===== src/rtl/fcoc_pkg.sv =====
// package: register map, field layout and constants of the flash clock and option control
package fcoc_pkg;

    // ==========================================================
    // bus geometry
    localparam int unsigned ADDR_W = 12;
    localparam int unsigned DATA_W = 32;

    // ==========================================================
    // register byte addresses
    localparam logic [ADDR_W-1:0] ADDR_CLK_DIV  = 12'h000; // flash_clock_divider
    localparam logic [ADDR_W-1:0] ADDR_OPTION   = 12'h004; // flash_option_settings
    localparam logic [ADDR_W-1:0] ADDR_KEY_CFG  = 12'h008; // key access control
    localparam logic [ADDR_W-1:0] ADDR_STATUS   = 12'h00C; // security status
    localparam logic [ADDR_W-1:0] ADDR_KEY_BASE = 12'h010; // first of eight key byte slots
    localparam logic [ADDR_W-1:0] ADDR_KEY_LAST = 12'h02C; // last key byte slot

    // ==========================================================
    // divider register fields
    localparam int unsigned DIV_LOADED_BIT = 7;
    localparam int unsigned DIV_PRESC_BIT  = 6;
    localparam int unsigned DIV_FIELD_W    = 6;
    localparam logic [2:0]  PRESCALE_LAST  = 3'h7;  // bus clock divided by 8
    localparam logic [6:0]  DIV_CTRL_RESET = 7'h00;

    // ==========================================================
    // option register fields
    localparam int unsigned OPT_BACKDOOR_UNLOCK_ENABLE_BIT = 7;
    localparam int unsigned OPT_NORED_BIT = 6;
    localparam logic [1:0]  SEC_UNSECURED = 2'h2;
    localparam logic [1:0]  SEC_RESET     = 2'h3;  // erased state: secured
    localparam logic [7:0]  OPT_RESET     = 8'h03;

    // ==========================================================
    // key access control and status fields
    localparam int unsigned CFG_KEYACC_BIT  = 0;
    localparam int unsigned STAT_SECURE_BIT = 0;
    localparam int unsigned STAT_LOADED_BIT = 1;
    localparam int unsigned STAT_UNLOCK_BIT = 2;

    // ==========================================================
    // backdoor key geometry
    localparam int unsigned KEY_BYTES = 8;
    localparam int unsigned KEY_IDX_W = 3;
    localparam logic [3:0]  KEY_COUNT_FULL = 4'h8;

endpackage : fcoc_pkg


===== src/rtl/fcoc_key_if.sv =====
// interface: key byte traffic between the register block and the key comparator
interface fcoc_key_if;
    logic       arm;     // key access mode, level
    logic       wr;      // key byte write, one-cycle pulse
    logic [2:0] idx;     // slot written
    logic [7:0] data;    // byte written
    logic       finish;  // key access mode left, one-cycle pulse
    logic       unlock;  // key matched, one-cycle pulse

    modport ctl (output arm, output wr, output idx, output data, output finish, input unlock);
    modport cmp (input arm, input wr, input idx, input data, input finish, output unlock);
endinterface : fcoc_key_if


===== src/rtl/fcoc_clkdiv.sv =====
// module: divider producing the flash timing enable pulse from the bus clock
module fcoc_clkdiv
    import fcoc_pkg::*;
(
    // clock and reset
    input  wire logic                   pclk,
    input  wire logic                   presetn,
    // settings
    input  wire logic                   enable,
    input  wire logic                   prescale,
    input  wire logic [DIV_FIELD_W-1:0] divisor,
    // timing pulse
    output logic                        tick
);

    logic [2:0]             pre_reg;
    logic [DIV_FIELD_W-1:0] cnt_reg;

    // ==========================================================
    // input selection: every cycle, or every eighth with prescale
    wire pre_end  = (pre_reg == PRESCALE_LAST);
    wire step     = enable & (~prescale | pre_end);
    wire cnt_zero = (cnt_reg == '0);

    // prescale counter free runs so the 1-of-8 enable is even
    always_ff @(posedge pclk or negedge presetn) begin
        if (!presetn) begin
            pre_reg <= 3'h0;
        end else begin
            pre_reg <= enable ? pre_reg + 3'h1 : 3'h0;
        end
    end

    // down counter reloads with divisor: period is divisor plus one steps
    always_ff @(posedge pclk or negedge presetn) begin
        if (!presetn) begin
            cnt_reg <= '0;
            tick    <= 1'b0;
        end else begin
            tick <= step & cnt_zero;
            if (step) begin
                cnt_reg <= cnt_zero ? divisor : cnt_reg - 1'b1;
            end
        end
    end

endmodule // fcoc_clkdiv


===== src/rtl/fcoc_keycmp.sv =====
// module: in-order backdoor key comparison against the stored key
module fcoc_keycmp
    import fcoc_pkg::*;
(
    // clock and reset
    input  wire logic                 pclk,
    input  wire logic                 presetn,
    // stored key and enable
    input  wire logic [8*KEY_BYTES-1:0] stored_unlock_key,
    input  wire logic                 backdoor_unlock_enable,
    // key traffic
    fcoc_key_if.cmp                   key
);

    logic [3:0] count_reg;
    logic       bad_reg;

    // byte compared on the fly, so the key entered is never stored
    wire [7:0] expect_byte = stored_unlock_key[8*key.idx +: 8];
    wire       in_order    = ({1'b0, key.idx} == count_reg);
    wire       byte_ok     = in_order & (key.data == expect_byte);
    wire       match       = (count_reg == KEY_COUNT_FULL) & ~bad_reg;

    // ==========================================================
    // sequence tracking; restarts whenever key access mode ends
    always_ff @(posedge pclk or negedge presetn) begin
        if (!presetn) begin
            count_reg  <= 4'h0;
            bad_reg    <= 1'b0;
            key.unlock <= 1'b0;
        end else begin
            key.unlock <= key.finish & match & backdoor_unlock_enable;
            if (key.finish) begin
                count_reg <= 4'h0;
                bad_reg   <= 1'b0;
            end else if (key.arm && key.wr) begin
                count_reg <= (count_reg == KEY_COUNT_FULL) ? count_reg : count_reg + 4'h1;
                bad_reg   <= bad_reg | ~byte_ok | (count_reg == KEY_COUNT_FULL);
            end
        end
    end

endmodule // fcoc_keycmp


===== src/rtl/fcoc_top.sv =====
// module: flash clock divider, option register and security state behind an APB slave
//
// Operation
// - divisor-loaded flag set by first divider write
// - divisor bits accept one write after reset
// - erase and program refused until divisor loaded
// - prescale bit selects bus clock or divided-by-8
// - divider divides by divisor field plus one
// - timing pulse is one bus clock cycle
// - option byte copied into option register at the first edge after reset
// - option bits 5:2 zero, register read-only
// - key disabled means no backdoor unlock
// - key writes from firmware only, not debug
// - matching eight in-order key bytes unlock until reset
// - option bit 6 disables vector redirection
// - security code 10 unsecured, others secured
// - secured blocks unsecured access to memories
// - key match or blank check pass unsecures
// - blocked writes ignored, blocked reads return zero
//
// The address map and the APB interface to the registers were decided locally.
module fcoc_top
    import fcoc_pkg::*;
(
    // clock and reset
    input  wire logic                       pclk,
    input  wire logic                       presetn,
    // apb slave
    input  wire logic                       psel,
    input  wire logic                       penable,
    input  wire logic                       pwrite,
    input  wire logic [fcoc_pkg::ADDR_W-1:0] paddr,
    input  wire logic [fcoc_pkg::DATA_W-1:0] pwdata,
    output logic [fcoc_pkg::DATA_W-1:0]     prdata,
    output logic                            pready,
    output logic                            pslverr,
    // source of the current bus access
    input  wire logic                       access_from_debug,
    // nonvolatile contents
    input  wire logic [7:0]                 stored_option_byte,
    input  wire logic [63:0]                stored_unlock_key,
    // sequencer hooks
    input  wire logic                       np_cmd_req,
    input  wire logic                       blank_check_pass,
    output logic                            np_cmd_grant,
    output logic                            np_cmd_refused,
    output logic                            flash_clock_tick,
    // memory access gate
    input  wire logic                       mem_req,
    input  wire logic                       mem_write,
    input  wire logic                       mem_src_unsecure,
    input  wire logic [7:0]                 mem_rdata_raw,
    output logic                            mem_write_en,
    output logic [7:0]                      mem_rdata,
    // state outputs
    output logic                            secured,
    output logic                            vector_redirect_disable,
    output logic                            backdoor_unlock_enable
);
    import fcoc_pkg::*;

    fcoc_key_if key_bus ();

    // ==========================================================
    // state
    logic                   divisor_loaded_flag_reg;
    logic                   prescale_by_eight_reg;
    logic [DIV_FIELD_W-1:0] clock_divisor_field_reg;
    logic                   opt_loaded_reg;
    logic                   backdoor_unlock_enable_reg;
    logic                   nored_reg;
    logic [1:0]             security_code_reg;
    logic                   key_access_reg;
    logic                   unlocked_reg;
    logic                   tick_w;

    // ==========================================================
    // apb phases: one wait state, the write lands on the pready edge
    wire acc_phase = psel & penable;
    wire xfer_done = acc_phase & pready;
    wire do_write  = xfer_done & pwrite;

    // address decode
    wire hit_div    = (paddr == ADDR_CLK_DIV);
    wire hit_opt    = (paddr == ADDR_OPTION);
    wire hit_cfg    = (paddr == ADDR_KEY_CFG);
    wire hit_stat   = (paddr == ADDR_STATUS);
    wire hit_key    = (paddr >= ADDR_KEY_BASE) && (paddr <= ADDR_KEY_LAST)
                      && (paddr[1:0] == 2'h0);
    wire hit_any    = hit_div | hit_opt | hit_cfg | hit_stat | hit_key;
    wire [ADDR_W-1:0] key_off = paddr - ADDR_KEY_BASE;

    // security code 10 alone is unsecured; declared ahead of the status image that reads it
    wire secured_w = (security_code_reg != SEC_UNSECURED);

    // register images
    wire [7:0] div_image  = {divisor_loaded_flag_reg, prescale_by_eight_reg,
                             clock_divisor_field_reg};
    wire [7:0] opt_image  = {backdoor_unlock_enable_reg, nored_reg, 4'h0, security_code_reg};
    wire [7:0] cfg_image  = {7'h00, key_access_reg};
    wire [7:0] stat_image = {5'h00, unlocked_reg, opt_loaded_reg, secured_w};
    wire [7:0] rd_byte    = hit_div  ? div_image  :
                            hit_opt  ? opt_image  :
                            hit_cfg  ? cfg_image  :
                            hit_stat ? stat_image : 8'h00;

    // ==========================================================
    // bus answer; key slots read zero, unmapped addresses give an error
    always_ff @(posedge pclk or negedge presetn) begin
        if (!presetn) begin
            pready  <= 1'b0;
            prdata  <= '0;
            pslverr <= 1'b0;
        end else begin
            pready  <= acc_phase & ~pready;
            prdata  <= (acc_phase & ~pready & ~pwrite) ? {24'h000000, rd_byte} : '0;
            pslverr <= acc_phase & ~pready & ~hit_any;
        end
    end

    // ==========================================================
    // divider register: one write after reset, flag set whatever the data
    wire div_wr = do_write & hit_div;

    always_ff @(posedge pclk or negedge presetn) begin
        if (!presetn) begin
            divisor_loaded_flag_reg <= 1'b0;
            prescale_by_eight_reg   <= DIV_CTRL_RESET[DIV_PRESC_BIT];
            clock_divisor_field_reg <= DIV_CTRL_RESET[DIV_FIELD_W-1:0];
        end else if (div_wr && !divisor_loaded_flag_reg) begin
            divisor_loaded_flag_reg <= 1'b1;
            prescale_by_eight_reg   <= pwdata[DIV_PRESC_BIT];
            clock_divisor_field_reg <= pwdata[DIV_FIELD_W-1:0];
        end
    end

    // ==========================================================
    // timing pulse; counter idles until a divisor is written
    fcoc_clkdiv u_clkdiv (
        .pclk     (pclk),
        .presetn  (presetn),
        .enable   (divisor_loaded_flag_reg),
        .prescale (prescale_by_eight_reg),
        .divisor  (clock_divisor_field_reg),
        .tick     (tick_w)
    );

    // one pulse per flash clock period paces the sequencer
    always_ff @(posedge pclk or negedge presetn) begin
        if (!presetn) begin
            flash_clock_tick <= 1'b0;
        end else begin
            flash_clock_tick <= tick_w;
        end
    end

    // ==========================================================
    // erase and program gating by the divisor-loaded flag
    always_ff @(posedge pclk or negedge presetn) begin
        if (!presetn) begin
            np_cmd_grant   <= 1'b0;
            np_cmd_refused <= 1'b0;
        end else begin
            np_cmd_grant   <= np_cmd_req &  divisor_loaded_flag_reg;
            np_cmd_refused <= np_cmd_req & ~divisor_loaded_flag_reg;
        end
    end

    // ==========================================================
    // option register: reset holds the secure erased image, the stored
    // byte is caught at the first edge after release since an async
    // reset may only load a constant
    always_ff @(posedge pclk or negedge presetn) begin
        if (!presetn) begin
            opt_loaded_reg <= 1'b0;
            backdoor_unlock_enable_reg      <= OPT_RESET[OPT_BACKDOOR_UNLOCK_ENABLE_BIT];
            nored_reg      <= OPT_RESET[OPT_NORED_BIT];
        end else if (!opt_loaded_reg) begin
            opt_loaded_reg <= 1'b1;
            backdoor_unlock_enable_reg      <= stored_option_byte[OPT_BACKDOOR_UNLOCK_ENABLE_BIT];
            nored_reg      <= stored_option_byte[OPT_NORED_BIT];
        end
    end

    // security code: loaded once, then only forced to unsecured
    always_ff @(posedge pclk or negedge presetn) begin
        if (!presetn) begin
            security_code_reg <= SEC_RESET;
        end else if (!opt_loaded_reg) begin
            security_code_reg <= stored_option_byte[1:0];
        end else if (key_bus.unlock || blank_check_pass) begin
            security_code_reg <= SEC_UNSECURED;
        end
    end

    // ==========================================================
    // key access: debug-port writes never reach the comparator
    wire fw_write = do_write & ~access_from_debug;
    wire cfg_wr   = fw_write & hit_cfg;
    wire keyacc_n = pwdata[CFG_KEYACC_BIT];

    always_ff @(posedge pclk or negedge presetn) begin
        if (!presetn) begin
            key_access_reg <= 1'b0;
            unlocked_reg   <= 1'b0;
        end else begin
            if (cfg_wr) begin
                key_access_reg <= keyacc_n;
            end
            if (key_bus.unlock) begin
                unlocked_reg <= 1'b1;
            end
        end
    end

    assign key_bus.arm    = key_access_reg;
    assign key_bus.wr     = fw_write & hit_key & key_access_reg;
    assign key_bus.idx    = key_off[KEY_IDX_W+1:2];
    assign key_bus.data   = pwdata[7:0];
    assign key_bus.finish = cfg_wr & key_access_reg & ~keyacc_n;

    fcoc_keycmp u_keycmp (
        .pclk                   (pclk),
        .presetn                (presetn),
        .stored_unlock_key      (stored_unlock_key),
        .backdoor_unlock_enable (backdoor_unlock_enable_reg),
        .key                    (key_bus)
    );

    // ==========================================================
    // memory gate: blocked writes dropped, blocked reads forced to zero
    wire blocked = mem_req & mem_src_unsecure & secured_w;

    always_ff @(posedge pclk or negedge presetn) begin
        if (!presetn) begin
            mem_write_en <= 1'b0;
            mem_rdata    <= 8'h00;
        end else begin
            mem_write_en <= mem_req & mem_write & ~blocked;
            mem_rdata    <= (mem_req & ~mem_write & ~blocked) ? mem_rdata_raw : 8'h00;
        end
    end

    // ==========================================================
    // state outputs, registered for a clean boundary
    always_ff @(posedge pclk or negedge presetn) begin
        if (!presetn) begin
            secured                 <= 1'b1;
            vector_redirect_disable <= 1'b0;
            backdoor_unlock_enable  <= 1'b0;
        end else begin
            secured                 <= secured_w;
            vector_redirect_disable <= nored_reg;
            backdoor_unlock_enable  <= backdoor_unlock_enable_reg;
        end
    end

endmodule // fcoc_top


===== config.mk =====
export PLATFORM = sky130hd
export DESIGN_NAME = fcoc_top
export DESIGN_NICKNAME = d
export VERILOG_FILES = /design/src/rtl/fcoc_pkg.sv /design/src/rtl/fcoc_key_if.sv /design/src/rtl/fcoc_clkdiv.sv /design/src/rtl/fcoc_keycmp.sv /design/src/rtl/fcoc_top.sv
export SDC_FILE = /design/constraint.sdc
export NUM_CORES = 1
export LEC_CHECK = 0
export ABC_AREA = 1
export BUFFER_PORTS_ARGS = -buffer_cell sky130_fd_sc_hd__buf_2
export CORE_UTILIZATION = 40
export CTS_CLUSTER_DIAMETER = 150
export DETAILED_ROUTE_END_ITERATION = 10
export GPL_TIMING_DRIVEN = 0
export PLACE_DENSITY = 0.75
export SYNTH_ARGS = -nofsm -noshare
export SYNTH_HDL_FRONTEND = slang
export SYNTH_SLANG_ARGS = --single-unit

===== constraint.sdc =====
create_clock -name pclk -period 4.7 [get_ports pclk]
set_input_delay 0.94 -clock pclk [delete_from_list [all_inputs] [get_ports pclk]]
set_output_delay 0.94 -clock pclk [all_outputs]
set_load 0.05 [all_outputs]

==> results_tabular.tex, run 1 <==
\begin{tabular}{lr}
\hline
Metric & Value \\
\hline
\multicolumn{2}{l}{\textbf{Clocking}} \\
TritonCTS clock tree & yes \\
CTS Hold Bufs & 0 \\
\# resized after CTS & 0 \\
Clock network latency to the later pin of the worst-skew pair & 0.31 ns \\
Number of H-tree levels & 2 \\
CTS Buf Count & 5 \\
Clk Tree Root Cell & sky130\_fd\_sc\_hd\_\_clkbuf\_8 \\
Post-CTS Setup Bufs & 0 \\
Clk pin slew, worst setup/hold paths & 0.10 ns \\
Buffer depth of the longest clock path & 2 \\
Number of sinks driven by the clock tree & 56 \\
\multicolumn{2}{l}{\textbf{Die}} \\
Standard cell core area & 8217 µm² \\
Count of boundary I/O pins & 184 \\
Width of the die & 94.38 µm \\
Die outline area & 8907 µm² \\
Die H & 94.38 µm \\
Effective utilization at floorplan & 0.4154 \\
Floorplan row count & 33 \\
\multicolumn{2}{l}{\textbf{GRT}} \\
Via count of the first global-routing pass & 3044 \\
Number of antenna violations at the first check in global routing & 0 \\
Overall overflow remaining after global route & 0 \\
Met1 track demand over resource in global routing & 0.2433 \\
GRT Resource Usage Total & 0.1919 \\
Wire length of the first global-routing pass & 13410 µm \\
Met3 track demand over resource in global routing & 0.03221 \\
Met2 Use GR & 0.3364 \\
Pin count of the biggest net entering global routing & 57 \\
Routing layer with the top usage in global route & met2 \\
\multicolumn{2}{l}{\textbf{Drt}} \\
Number of DRC violations after detailed-routing iteration 0 & 206 \\
Post-detailed-route DRC marker count & 0 \\
Via total after detailed routing & 3403 \\
Number of iterations in the first detailed-routing pass & 4 \\
Final routed wirelength across all metal layers & 8471 µm \\
Post-detailed-route wirelength per cell & 11.48 µm \\
Number of routed nets with antenna violations & 0 \\
Drt via density & 4.611 \\
\multicolumn{2}{l}{\textbf{Flow run}} \\
\# Max-Cap Violations & 0 \\
\multicolumn{2}{l}{\textbf{Timing}} \\
Final Critical Period & 2.141 ns \\
Actual transition at the worst max-transition pin & 1.223 ns \\
Final hold violation count & 0 \\
Maximum clock frequency & 467.1 MHz \\
Final Skew & 0.006332 ns \\
Final cycle utilization of the critical path & 0.4555 \\
Setup violations, final & 0 \\
Slew Viols, Final & 0 \\
Max-slew headroom & 0.1849 \\
RSZ-0062 raised after global routing & false \\
Post-Route Setup TNS & 0 ns \\
\multicolumn{2}{l}{\textbf{Final layout}} \\
Most frequent standard cell in the layout excluding fill and tap cells & sky130\_fd\_sc\_hd\_\_nand2\_1 \\
Biggest regs & mem\_rdata: 8 flops, prdata: 8 flops \\
Final nets & 773 \\
Number of diodes & 0 \\
Synthesis-to-finish area growth & 28.26\% \\
Commonest non-fill, non-tap cells in the layout & 172 x sky130\_fd\_sc\_hd\_\_nand2\_1, 133 x sky130\_fd\_sc\_hd\_\_buf\_2, 53 x sky130\_fd\_sc\_hd\_\_dfrtp\_1, 52 x sky130\_fd\_sc\_hd\_\_inv\_1, 43 x sky130\_fd\_sc\_hd\_\_nor2\_1 \\
Fraction of final layout cells with drive strength greater than 1 & 0.3049 \\
Final standard cell area without fillers & 4378 µm² \\
\multicolumn{2}{l}{\textbf{Synthesis}} \\
Sequential area share after synthesis & 0.4117 \\
Main combinational cell family by area after synthesis & simple AND/OR/NAND/NOR gates \\
Ys Warns & 0 \\
Multiplexer share of the synthesized area & 0 \\
Share of synthesized cell area in and, or, nand and nor gates & 0.3347 \\
Cell area after synthesis & 3413 µm² \\
Adder and majority cell fraction of the synthesized area & 0.02199 \\
Synth Area in XOR/XNOR & 0.01026 \\
Unique cell type count in the Yosys netlist & 35 \\
Post-synthesis average cell area & 7.247 µm² \\
Compound-Gate Fraction of Synth Area & 0.08211 \\
Gate count of the mapped netlist & 471 \\
\#FFs+latches synth & 56 \\
\multicolumn{2}{l}{\textbf{Critical path}} \\
Start-to-end type of the worst setup path & in -> reg \\
Critical Path Start Type & input pin \\
Critical-path maximum fanout & 10 \\
Sort of element at the end of the critical path & register \\
Worst r2r path cells & 7 \\
Arrival time reported for the critical path endpoint & 2.34 ns \\
Critical Path RT & 4.90 ns \\
Setup slack of the most critical reg-to-reg path & 3.05 ns \\
\multicolumn{2}{l}{\textbf{Placement}} \\
Routability cong. & 0.8123 \\
HPWL Detailed & 6855 µm \\
Number of buffers added on ports & 131 \\
Placed cell area & 4287 µm² \\
\multicolumn{2}{l}{\textbf{Power and ir drop}} \\
Power per cell area & 229.4 nW/µm² \\
Leakage & 0.002586 µW \\
Max VDD drop & 134.6 µV \\
\multicolumn{2}{l}{\textbf{Worst hold path}} \\
Min-Delay Path Class & reg -> reg \\
Hold depth & 0 \\
\multicolumn{2}{l}{\textbf{Run status}} \\
Run status & completed \\
\hline
\end{tabular}
## where the power goes
group / switching [µW] / internal (µW) / leakage [µW]
combinational: 158 / 82.9 / 0.00181
sequential: 5.22 / 493 / 0.000724
clock: 158 / 107 / 0.0000485
## kinds of logic (layout without fill, tap and decap cells)
| family | after synthesis | count (layout) |
|---|---|---|
| simple gates | 269 | 269 |
| buf+inv | 88 | 227 |
| flops | 56 | 56 |
| compound gates | 46 | 46 |
| fa+ha+maj | 6 | 6 |
| xor+xnor | 4 | 4 |
| other cells | 2 | 25 |
## Yosys cell counts (all sizes together)
cell | n | share of area
a211oi | 1 | 0.0022
nand2 | 173 | 0.19
o21bai | 1 | 0.0022
o211ai | 1 | 0.0022
nor4 | 2 | 0.0037
nand4 | 11 | 0.025
dfstp | 3 | 0.023
a41oi | 1 | 0.0026
a21oi | 20 | 0.030
xor2 | 2 | 0.0051
or2 | 1 | 0.0018
a22o | 1 | 0.0026
xnor2 | 2 | 0.0051
a221o | 1 | 0.0029
nand3 | 28 | 0.041
conb | 2 | 0.0022
o21ai | 20 | 0.037
buf | 33 | 0.077
inv | 55 | 0.060
nand3b | 2 | 0.0081
dfrtp | 53 | 0.39
nor3 | 6 | 0.0088
ha | 6 | 0.022
nor2 | 46 | 0.056
## final timing paths
kind,to,start
worst max-delay path,u_keycmp.bad_reg,paddr[2]
worst min-delay path,flash_clock_tick,u_clkdiv.tick
min in group asynchronous,u_clkdiv.cnt_reg[3],presetn
max in group asynchronous,u_keycmp.key.unlock,presetn
worst max register to register,u_clkdiv.cnt_reg[2],u_clkdiv.pre_reg[0]
worst min register to register,flash_clock_tick,u_clkdiv.tick
## critical path: stages
cell and delay [ns]:
sky130_fd_sc_hd__buf_2 0.10, sky130_fd_sc_hd__buf_4 0.17, sky130_fd_sc_hd__nand2_1 0.20, sky130_fd_sc_hd__inv_1 0.14, sky130_fd_sc_hd__nand2_1 0.08, sky130_fd_sc_hd__nand4_1 0.15, sky130_fd_sc_hd__nand2_1 0.11, sky130_fd_sc_hd__nand2_1 0.05
sky130_fd_sc_hd__nand2_1 0.07, sky130_fd_sc_hd__nand3_1 0.07, sky130_fd_sc_hd__o21bai_1 0.17, sky130_fd_sc_hd__a21oi_1 0.09
## per-layer routing
layer,routed length [µm],vias up
met5,0,-
met4,138,0
met3,560,12
met2,4076,139
met1,3696,1499
li1,-,1753
## layout make-up
| cell class | count | area (µm²) |
|---|---|---|
| flip-flops and latches | 56 | 1405 |
| plain buffers | 33 | 261.5 |
| clock buffers | 5 | 68.82 |
| multi-input cells | 350 | 1627 |
| repair buffers | 131 | 655.6 |
| well taps | 105 | 131.4 |
| fillers | 774 | 3839 |
| clock inverters | 3 | 22.52 |
| inverters | 55 | 206.4 |
## per-stage QoR
step	worst slack, ns	instances	power, µW	utilization	hold slack [ns]
after global placement	2.223	730	745.1	0.5217	0.3357
after detailed placement	2.251	730	747.9	0.5217	0.3385
after floorplan	2.652	494	666.1	-	0.3312
after CTS	2.561	738	1009	0.5328	0.3621
after global routing	2.416	738	1055	0.5328	0.3808
final	2.559	738	1004	0.5328	0.3592
Power figures use the tool's default switching activity.
==> inputs of run 2 (changes only) <==
- ABC_AREA: 1 -> 0
- PLACE_DENSITY: 0.75 -> 0.79
- clock period: 4.7 -> 1.96 ns (I/O delays scaled with it)
==> run 2 against run 1 <==
Against the previous run:
- worst hold slack worse by 0.11 ns
- count of clock-buffer cells in the layout did not move
- largest cell class unchanged
- cell count fell by 21%
- total power grew to 2.6 times the previous value
- synthesized cell count is 34% lower
- combinational power up 130%
==> results_tabular.tex, run 2 <==
\begin{tabular}{lr}
\hline
Metric & Value \\
\hline
\multicolumn{2}{l}{\textbf{Final layout}} \\
Most frequent standard cell in the layout excluding fill and tap cells & sky130\_fd\_sc\_hd\_\_buf\_2 \\
Sequential standard cell area & 1406 µm² \\
Fraction of final layout cells with drive strength greater than 1 & 0.4331 \\
Utilization after layout & 0.5508 \\
Synthesis-to-finish area growth & 32.40\% \\
Non-filler instance count after layout & 580 \\
Filler cell count in the final layout & 705 \\
Number of diodes & 0 \\
Final nets & 618 \\
Biggest regs & mem\_rdata: 8 flops, prdata: 8 flops \\
Multi-input combinational cell area & 1638 µm² \\
Commonest non-fill, non-tap cells in the layout & 132 x sky130\_fd\_sc\_hd\_\_buf\_2, 52 x sky130\_fd\_sc\_hd\_\_dfrtp\_1, 34 x sky130\_fd\_sc\_hd\_\_buf\_4, 28 x sky130\_fd\_sc\_hd\_\_mux2i\_1, 25 x sky130\_fd\_sc\_hd\_\_conb\_1 \\
\multicolumn{2}{l}{\textbf{Timing}} \\
Final setup margin & 0.1232 ns \\
Actual transition at the worst max-transition pin & 1.188 ns \\
Maximum clock frequency & 544.4 MHz \\
Final Critical Period & 1.837 ns \\
Final hold violation count & 0 \\
Slew Viols, Final & 0 \\
Setup violations, final & 0 \\
Final cycle utilization of the critical path & 0.9371 \\
RSZ-0062 raised after global routing & false \\
Post-Route Setup TNS & 0 ns \\
Max-slew headroom & 0.2083 \\
Final Skew & 0.01097 ns \\
\multicolumn{2}{l}{\textbf{Die}} \\
Die outline area & 8484 µm² \\
Die H & 92.11 µm \\
Floorplan row count & 32 \\
Count of boundary I/O pins & 184 \\
Width of the die & 92.11 µm \\
Effective utilization at floorplan & 0.4160 \\
Standard cell core area & 7807 µm² \\
\multicolumn{2}{l}{\textbf{Clocking}} \\
Buffer depth of the longest clock path & 2 \\
Number of H-tree levels & 2 \\
Number of sinks driven by the clock tree & 56 \\
Clk Tree Root Cell & sky130\_fd\_sc\_hd\_\_clkbuf\_8 \\
TritonCTS clock tree & yes \\
CTS Buf Count & 5 \\
Clock network latency to the later pin of the worst-skew pair & 0.31 ns \\
CTS Hold Bufs & 0 \\
Clk pin slew, worst setup/hold paths & 0.10 ns \\
\multicolumn{2}{l}{\textbf{Drt}} \\
Number of DRC violations after detailed-routing iteration 0 & 48 \\
Via total after detailed routing & 2823 \\
Final routed wirelength across all metal layers & 7853 µm \\
Number of routed nets with antenna violations & 0 \\
Post-detailed-route wirelength per cell & 13.54 µm \\
Number of iterations in the first detailed-routing pass & 4 \\
Post-detailed-route DRC marker count & 0 \\
Drt via density & 4.867 \\
\multicolumn{2}{l}{\textbf{Power and ir drop}} \\
Logic gate share of total power & 0.212 \\
Pwr Total & 2648 µW \\
Power per cell area & 615.8 nW/µm² \\
Cell Int Power & 1916 µW \\
Max VDD drop & 270.6 µV \\
Sw Ratio & 0.2765 \\
Power share of the clock group & 0.336 \\
Power spent charging and discharging nets & 732.4 µW \\
Leakage & 0.002319 µW \\
Sequential power share & 0.451 \\
\multicolumn{2}{l}{\textbf{Placement}} \\
Routability cong. & 0.7863 \\
Pre-CTS worst setup slack & -0.4088 ns \\
HPWL Detailed & 6335 µm \\
Cells after DPL & 567 \\
Number of buffers added on ports & 130 \\
\multicolumn{2}{l}{\textbf{Synthesis}} \\
Gate count of the mapped netlist & 312 \\
Post-synthesis average cell area & 10.41 µm² \\
Most numerous cell in the Yosys netlist & sky130\_fd\_sc\_hd\_\_dfrtp\_1 \\
Main combinational cell family by area after synthesis & simple AND/OR/NAND/NOR gates \\
Cell area after synthesis & 3248 µm² \\
Fraction of synthesized cell area taken by the top area cell type & 0.4083 \\
Sequential area share after synthesis & 0.4326 \\
Ys Warns & 0 \\
Unique cell type count in the Yosys netlist & 53 \\
Synth Area in XOR/XNOR & 0.03236 \\
Dominant cells by area after synthesis & sky130\_fd\_sc\_hd\_\_dfrtp\_1 41\%, sky130\_fd\_sc\_hd\_\_mux2i\_1 8.6\%, sky130\_fd\_sc\_hd\_\_buf\_4 6.5\% \\
Number of enable flip-flop cells after synthesis & 0 \\
\#FFs+latches synth & 56 \\
Post-synthesis cell type with the largest combined area & sky130\_fd\_sc\_hd\_\_dfrtp\_1 \\
Adder and majority cell fraction of the synthesized area & 0.02311 \\
Multiplexer share of the synthesized area & 0.1348 \\
Async set or reset register ratio after synthesis & 1.000 \\
Share of synthesized cell area in and, or, nand and nor gates & 0.1834 \\
Most used DFF post-synth & sky130\_fd\_sc\_hd\_\_dfrtp\_1 \\
Most common library cells after synthesis & 53 x sky130\_fd\_sc\_hd\_\_dfrtp\_1, 28 x sky130\_fd\_sc\_hd\_\_buf\_4, 28 x sky130\_fd\_sc\_hd\_\_mux2i\_1, 20 x sky130\_fd\_sc\_hd\_\_nor2\_1, 16 x sky130\_fd\_sc\_hd\_\_nand2\_1 \\
Compound-Gate Fraction of Synth Area & 0.1002 \\
\multicolumn{2}{l}{\textbf{GRT}} \\
Pin count of the biggest net entering global routing & 57 \\
Via count of the first global-routing pass & 2780 \\
GRT Resource Usage Total & 0.1930 \\
Wire length of the first global-routing pass & 12880 µm \\
Overall overflow remaining after global route & 0 \\
Number of antenna violations at the first check in global routing & 0 \\
\multicolumn{2}{l}{\textbf{Critical path}} \\
Critical Path RT & 2.15 ns \\
Start-to-end type of the worst setup path & in -> reg \\
Sort of element at the end of the critical path & register \\
Arrival time reported for the critical path endpoint & 2.03 ns \\
Cell-by-cell trace of the critical path & buf\_4 > buf\_4 > buf\_4 > mux2i\_1 > a221oi\_1 > xor2\_1 > nor4\_1 > a31oi\_1 \\
Slowest CP cell & sky130\_fd\_sc\_hd\_\_nor4\_1 \\
Critical-path maximum fanout & 10 \\
Largest stage delay, worst path & 0.35 ns \\
Critical Path Start Type & input pin \\
Library cell appearing most often on the critical path & sky130\_fd\_sc\_hd\_\_buf\_4 \\
\multicolumn{2}{l}{\textbf{Worst hold path}} \\
Min-Delay Path Class & in -> reg \\
\multicolumn{2}{l}{\textbf{Flow run}} \\
\# Max-Cap Violations & 0 \\
\multicolumn{2}{l}{\textbf{Run status}} \\
Run status & completed \\
\hline
\end{tabular}
[run 2: cell types whose count changed in the layout (fill, tap and decap cells not counted), sizes merged, moves of 16 or more]
cell	previous run	this run
inv	56	13
mux2i	0	28
nand3	28	1
and2	0	16
nand2	173	17
nor2	46	20
[run 2: cells by family (layout without fill, tap and decap cells)]
family	Yosys count	count (layout)
compound gates	49	49
fa+ha+maj	6	6
buf+inv	48	191
flops	56	56
mux	40	40
other cells	2	25
simple gates	99	99
xor+xnor	12	12
[run 2: metal layers]
layer  vias to the layer above  GRT usage  share of wire
met3                        11    0.03068          0.058
met4                         0    0.06250          0.015
met2                       118     0.3582           0.52
met5                         -          0              0
li1                       1378          -              -
met1                      1316     0.2249           0.41
[run 2: cell type report]
cell class              instances  area share
multi-input cells             231      0.3809
flip-flops and latches         56      0.3270
repair buffers                136      0.1618
plain buffers                  35     0.05819
well taps                     102     0.02968
clock buffers                   5     0.01600
clock inverters                 3     0.01600
inverters                      12     0.01047
[run 2: worst paths after layout]
kind / from / end / slack [ns] / depth (start not counted)
worst max-delay path: paddr[2] / u_keycmp.bad_reg / 0.12 / 8
worst min-delay path: blank_check_pass / security_code_reg[0] / 0.25 / 2
worst max register to register: divisor_loaded_flag_reg / clock_divisor_field_reg[5] / 0.17 / 4
max in group asynchronous: presetn / pready / 0.86 / 1
min in group asynchronous: presetn / flash_clock_tick / 0.31 / 1
worst min register to register: u_clkdiv.tick / flash_clock_tick / 0.36 / 0
[run 2: what timing repair did]
action | CTS | global route
endpoints found under the setup margin | 1 | 9
pin swaps | 0 | 3
buffers inserted | 0 | 6
hold endpoints to repair | 0 | 0
gates resized for setup | 0 | 3
[run 2: per-stage QoR]
| stage | cell area, µm² | hold WS, ns |
|---|---|---|
| finish | 4300 | 0.2515 |
| floorplan | 3341 | 0.09641 |
| CTS | 4253 | 0.2438 |
| detailed placement | 4119 | 0.3378 |
| global route | 4300 | 0.2485 |
| global placement | 4119 | 0.3341 |
[run 2: power by group through the flow]
stage | Sequential (µW) | Combinational (µW) | Clock (µW)
2_1_floorplan | 1280 | 312 | 0
3_3_place_gp | 1220 | 556 | 0
3_5_place_dp | 1220 | 563 | 0
4_1_cts | 1200 | 564 | 913
5_1_grt | 1200 | 606 | 967
6_report | 1200 | 562 | 891
[run 2: worst max-delay path, delay by kind of cell]
family | cells | cell delay, ns
compound gates | 2 | 0.46
xor+xnor | 1 | 0.11
mux | 1 | 0.10
buf+inv | 3 | 0.62
simple gates | 1 | 0.35
==> inputs of run 3 (changes only) <==
- CORE_MARGIN: default -> 2
==> run 3 against run 2 <==
Against the previous run:
- flip-flop and latch count is the same
- sequential share of layout area grew 0.43 points
- combinational power grew 1%
- fmax grew 0.65%
- core utilization shrank 0.72 points
- non-clock buffer count shrank 4
- final area shrank 1.3%
- die area grew 4.4%
- highest routed layer unchanged
- sequential power is essentially flat
==> results_tabular.tex, run 3 (synthesis results as in run 2) <==
\begin{tabular}{lr}
\hline
Metric & Value \\
\hline
\multicolumn{2}{l}{\textbf{Drt}} \\
Number of routed nets with antenna violations & 0 \\
Post-detailed-route wirelength per cell & 13.78 µm \\
Number of DRC violations after detailed-routing iteration 0 & 64 \\
Number of iterations in the first detailed-routing pass & 4 \\
Drt via density & 4.792 \\
Final routed wirelength across all metal layers & 7939 µm \\
Via total after detailed routing & 2760 \\
Post-detailed-route DRC marker count & 0 \\
\multicolumn{2}{l}{\textbf{Worst hold path}} \\
Min-Delay Path Class & in -> async \\
\multicolumn{2}{l}{\textbf{Final layout}} \\
Most frequent standard cell in the layout excluding fill and tap cells & sky130\_fd\_sc\_hd\_\_buf\_2 \\
Synthesis-to-finish area growth & 30.66\% \\
Filler cell count in the final layout & 704 \\
Final nets & 614 \\
Number of diodes & 0 \\
Commonest non-fill, non-tap cells in the layout & 132 x sky130\_fd\_sc\_hd\_\_buf\_2, 52 x sky130\_fd\_sc\_hd\_\_dfrtp\_1, 30 x sky130\_fd\_sc\_hd\_\_buf\_4, 28 x sky130\_fd\_sc\_hd\_\_mux2i\_1, 25 x sky130\_fd\_sc\_hd\_\_conb\_1 \\
Final standard cell area without fillers & 4244 µm² \\
Biggest regs & mem\_rdata: 8 flops, prdata: 8 flops \\
Multi-input combinational cell area & 1644 µm² \\
Fraction of final layout cells with drive strength greater than 1 & 0.4304 \\
Sequential standard cell area & 1406 µm² \\
\multicolumn{2}{l}{\textbf{Placement}} \\
Number of buffers added on ports & 130 \\
HPWL Detailed & 6491 µm \\
Placed cell area & 4119 µm² \\
Routability cong. & 0.8008 \\
\multicolumn{2}{l}{\textbf{Critical path}} \\
Sort of element at the end of the critical path & register \\
Worst r2r path cells & 6 \\
Critical Path Start Type & input pin \\
Critical Path RT & 2.22 ns \\
Critical-path maximum fanout & 6 \\
Start-to-end type of the worst setup path & in -> reg \\
Arrival time reported for the critical path endpoint & 2.08 ns \\
\multicolumn{2}{l}{\textbf{Die}} \\
Die H & 94.11 µm \\
Die outline area & 8857 µm² \\
Floorplan row count & 32 \\
Standard cell core area & 7807 µm² \\
Width of the die & 94.11 µm \\
Count of boundary I/O pins & 184 \\
Effective utilization at floorplan & 0.4160 \\
\multicolumn{2}{l}{\textbf{Timing}} \\
Final cycle utilization of the critical path & 0.9311 \\
Tightest hold margin & 0.03113 ns \\
Setup violations, final & 0 \\
Maximum clock frequency & 548.0 MHz \\
Post-Route Setup TNS & 0 ns \\
Slew Viols, Final & 0 \\
Final Critical Period & 1.825 ns \\
Final hold violation count & 0 \\
Final Skew & 0.01511 ns \\
\multicolumn{2}{l}{\textbf{Power and ir drop}} \\
Power per cell area & 565.5 nW/µm² \\
Max VDD drop & 292.0 µV \\
Leakage & 0.002281 µW \\
\multicolumn{2}{l}{\textbf{Clocking}} \\
Clk Tree Root Cell & sky130\_fd\_sc\_hd\_\_clkbuf\_8 \\
TritonCTS clock tree & yes \\
CTS Hold Bufs & 0 \\
Number of sinks driven by the clock tree & 56 \\
CTS Buf Count & 5 \\
Number of H-tree levels & 2 \\
Clock network latency to the later pin of the worst-skew pair & 0.31 ns \\
Buffer depth of the longest clock path & 2 \\
Clk pin slew, worst setup/hold paths & 0.10 ns \\
\multicolumn{2}{l}{\textbf{Run status}} \\
Run status & completed \\
\multicolumn{2}{l}{\textbf{Flow run}} \\
\# Max-Cap Violations & 0 \\
\multicolumn{2}{l}{\textbf{GRT}} \\
Pin count of the biggest net entering global routing & 57 \\
GRT Resource Usage Total & 0.1812 \\
Wire length of the first global-routing pass & 12650 µm \\
Number of antenna violations at the first check in global routing & 0 \\
Via count of the first global-routing pass & 2772 \\
Overall overflow remaining after global route & 0 \\
\hline
\end{tabular}
run 3: cell count changes in the layout (fill, tap and decap cells not counted), sizes merged:
cell      change
clkinv        +1
bufinv        -2
buf           -3
clkbuf        -1
clkinvlp      +1
run 3: what timing repair did:
action	in CTS	in global routing
buffers inserted	0	2
gates resized for setup	0	3
pin swaps	0	2
endpoints found under the setup margin	1	7
run 3: power by group:
part / switching [µW] / internal (µW) / total, µW
Sequential: 12.4 / 1180 / 1200
Clock: 380 / 254 / 634
Combinational: 348 / 222 / 570
run 3: metrics by stage:
stage	setup WS, ns	cells	util	power, µW
after floorplan	0.01462	335	-	1590
after global placement	-0.3363	567	0.5276	1772
after detailed placement	-0.3475	567	0.5276	1782
after CTS	0.05389	574	0.5386	2410
after global routing	-0.005645	576	0.5436	2520
final	0.1351	576	0.5436	2400
run 3: metal layers:
layer / track usage / share of wire / up-vias
li1: - / - / 1363
met1: 0.2201 / 0.41 / 1271
met2: 0.3315 / 0.51 / 118
met3: 0.03291 / 0.068 / 8
met4: 0.04106 / 0.013 / 0
met5: 0 / 0 / -
run 3: cell type report:
class,count,area share
multi-input cells,231,0.3874
flip-flops and latches,56,0.3314
repair buffers,133,0.1616
plain buffers,34,0.05778
well taps,102,0.03007
clock buffers,5,0.01621
inverters,12,0.01061
clock inverters,3,0.005012
run 3: worst max-delay path, cell delays in order:
cell and delay [ns]:
sky130_fd_sc_hd__buf_2 0.10, sky130_fd_sc_hd__nor4_2 0.29, sky130_fd_sc_hd__nand2_2 0.13, sky130_fd_sc_hd__or3_4 0.39, sky130_fd_sc_hd__or3_1 0.34, sky130_fd_sc_hd__buf_6 0.15
sky130_fd_sc_hd__nor3_4 0.13, sky130_fd_sc_hd__and2_1 0.15
run 3: final timing paths:
check / startpoint / to / slack, ns
min reg2reg: u_clkdiv.tick / flash_clock_tick / 0.36
max in group asynchronous: presetn / security_code_reg[1] / 1.33
min in group pclk: blank_check_pass / security_code_reg[0] / 0.25
min: presetn / nored_reg / 0.03
max: paddr[11] / prdata[5] / 0.14
max reg2reg: pready / u_keycmp.count_reg[3] / 0.14
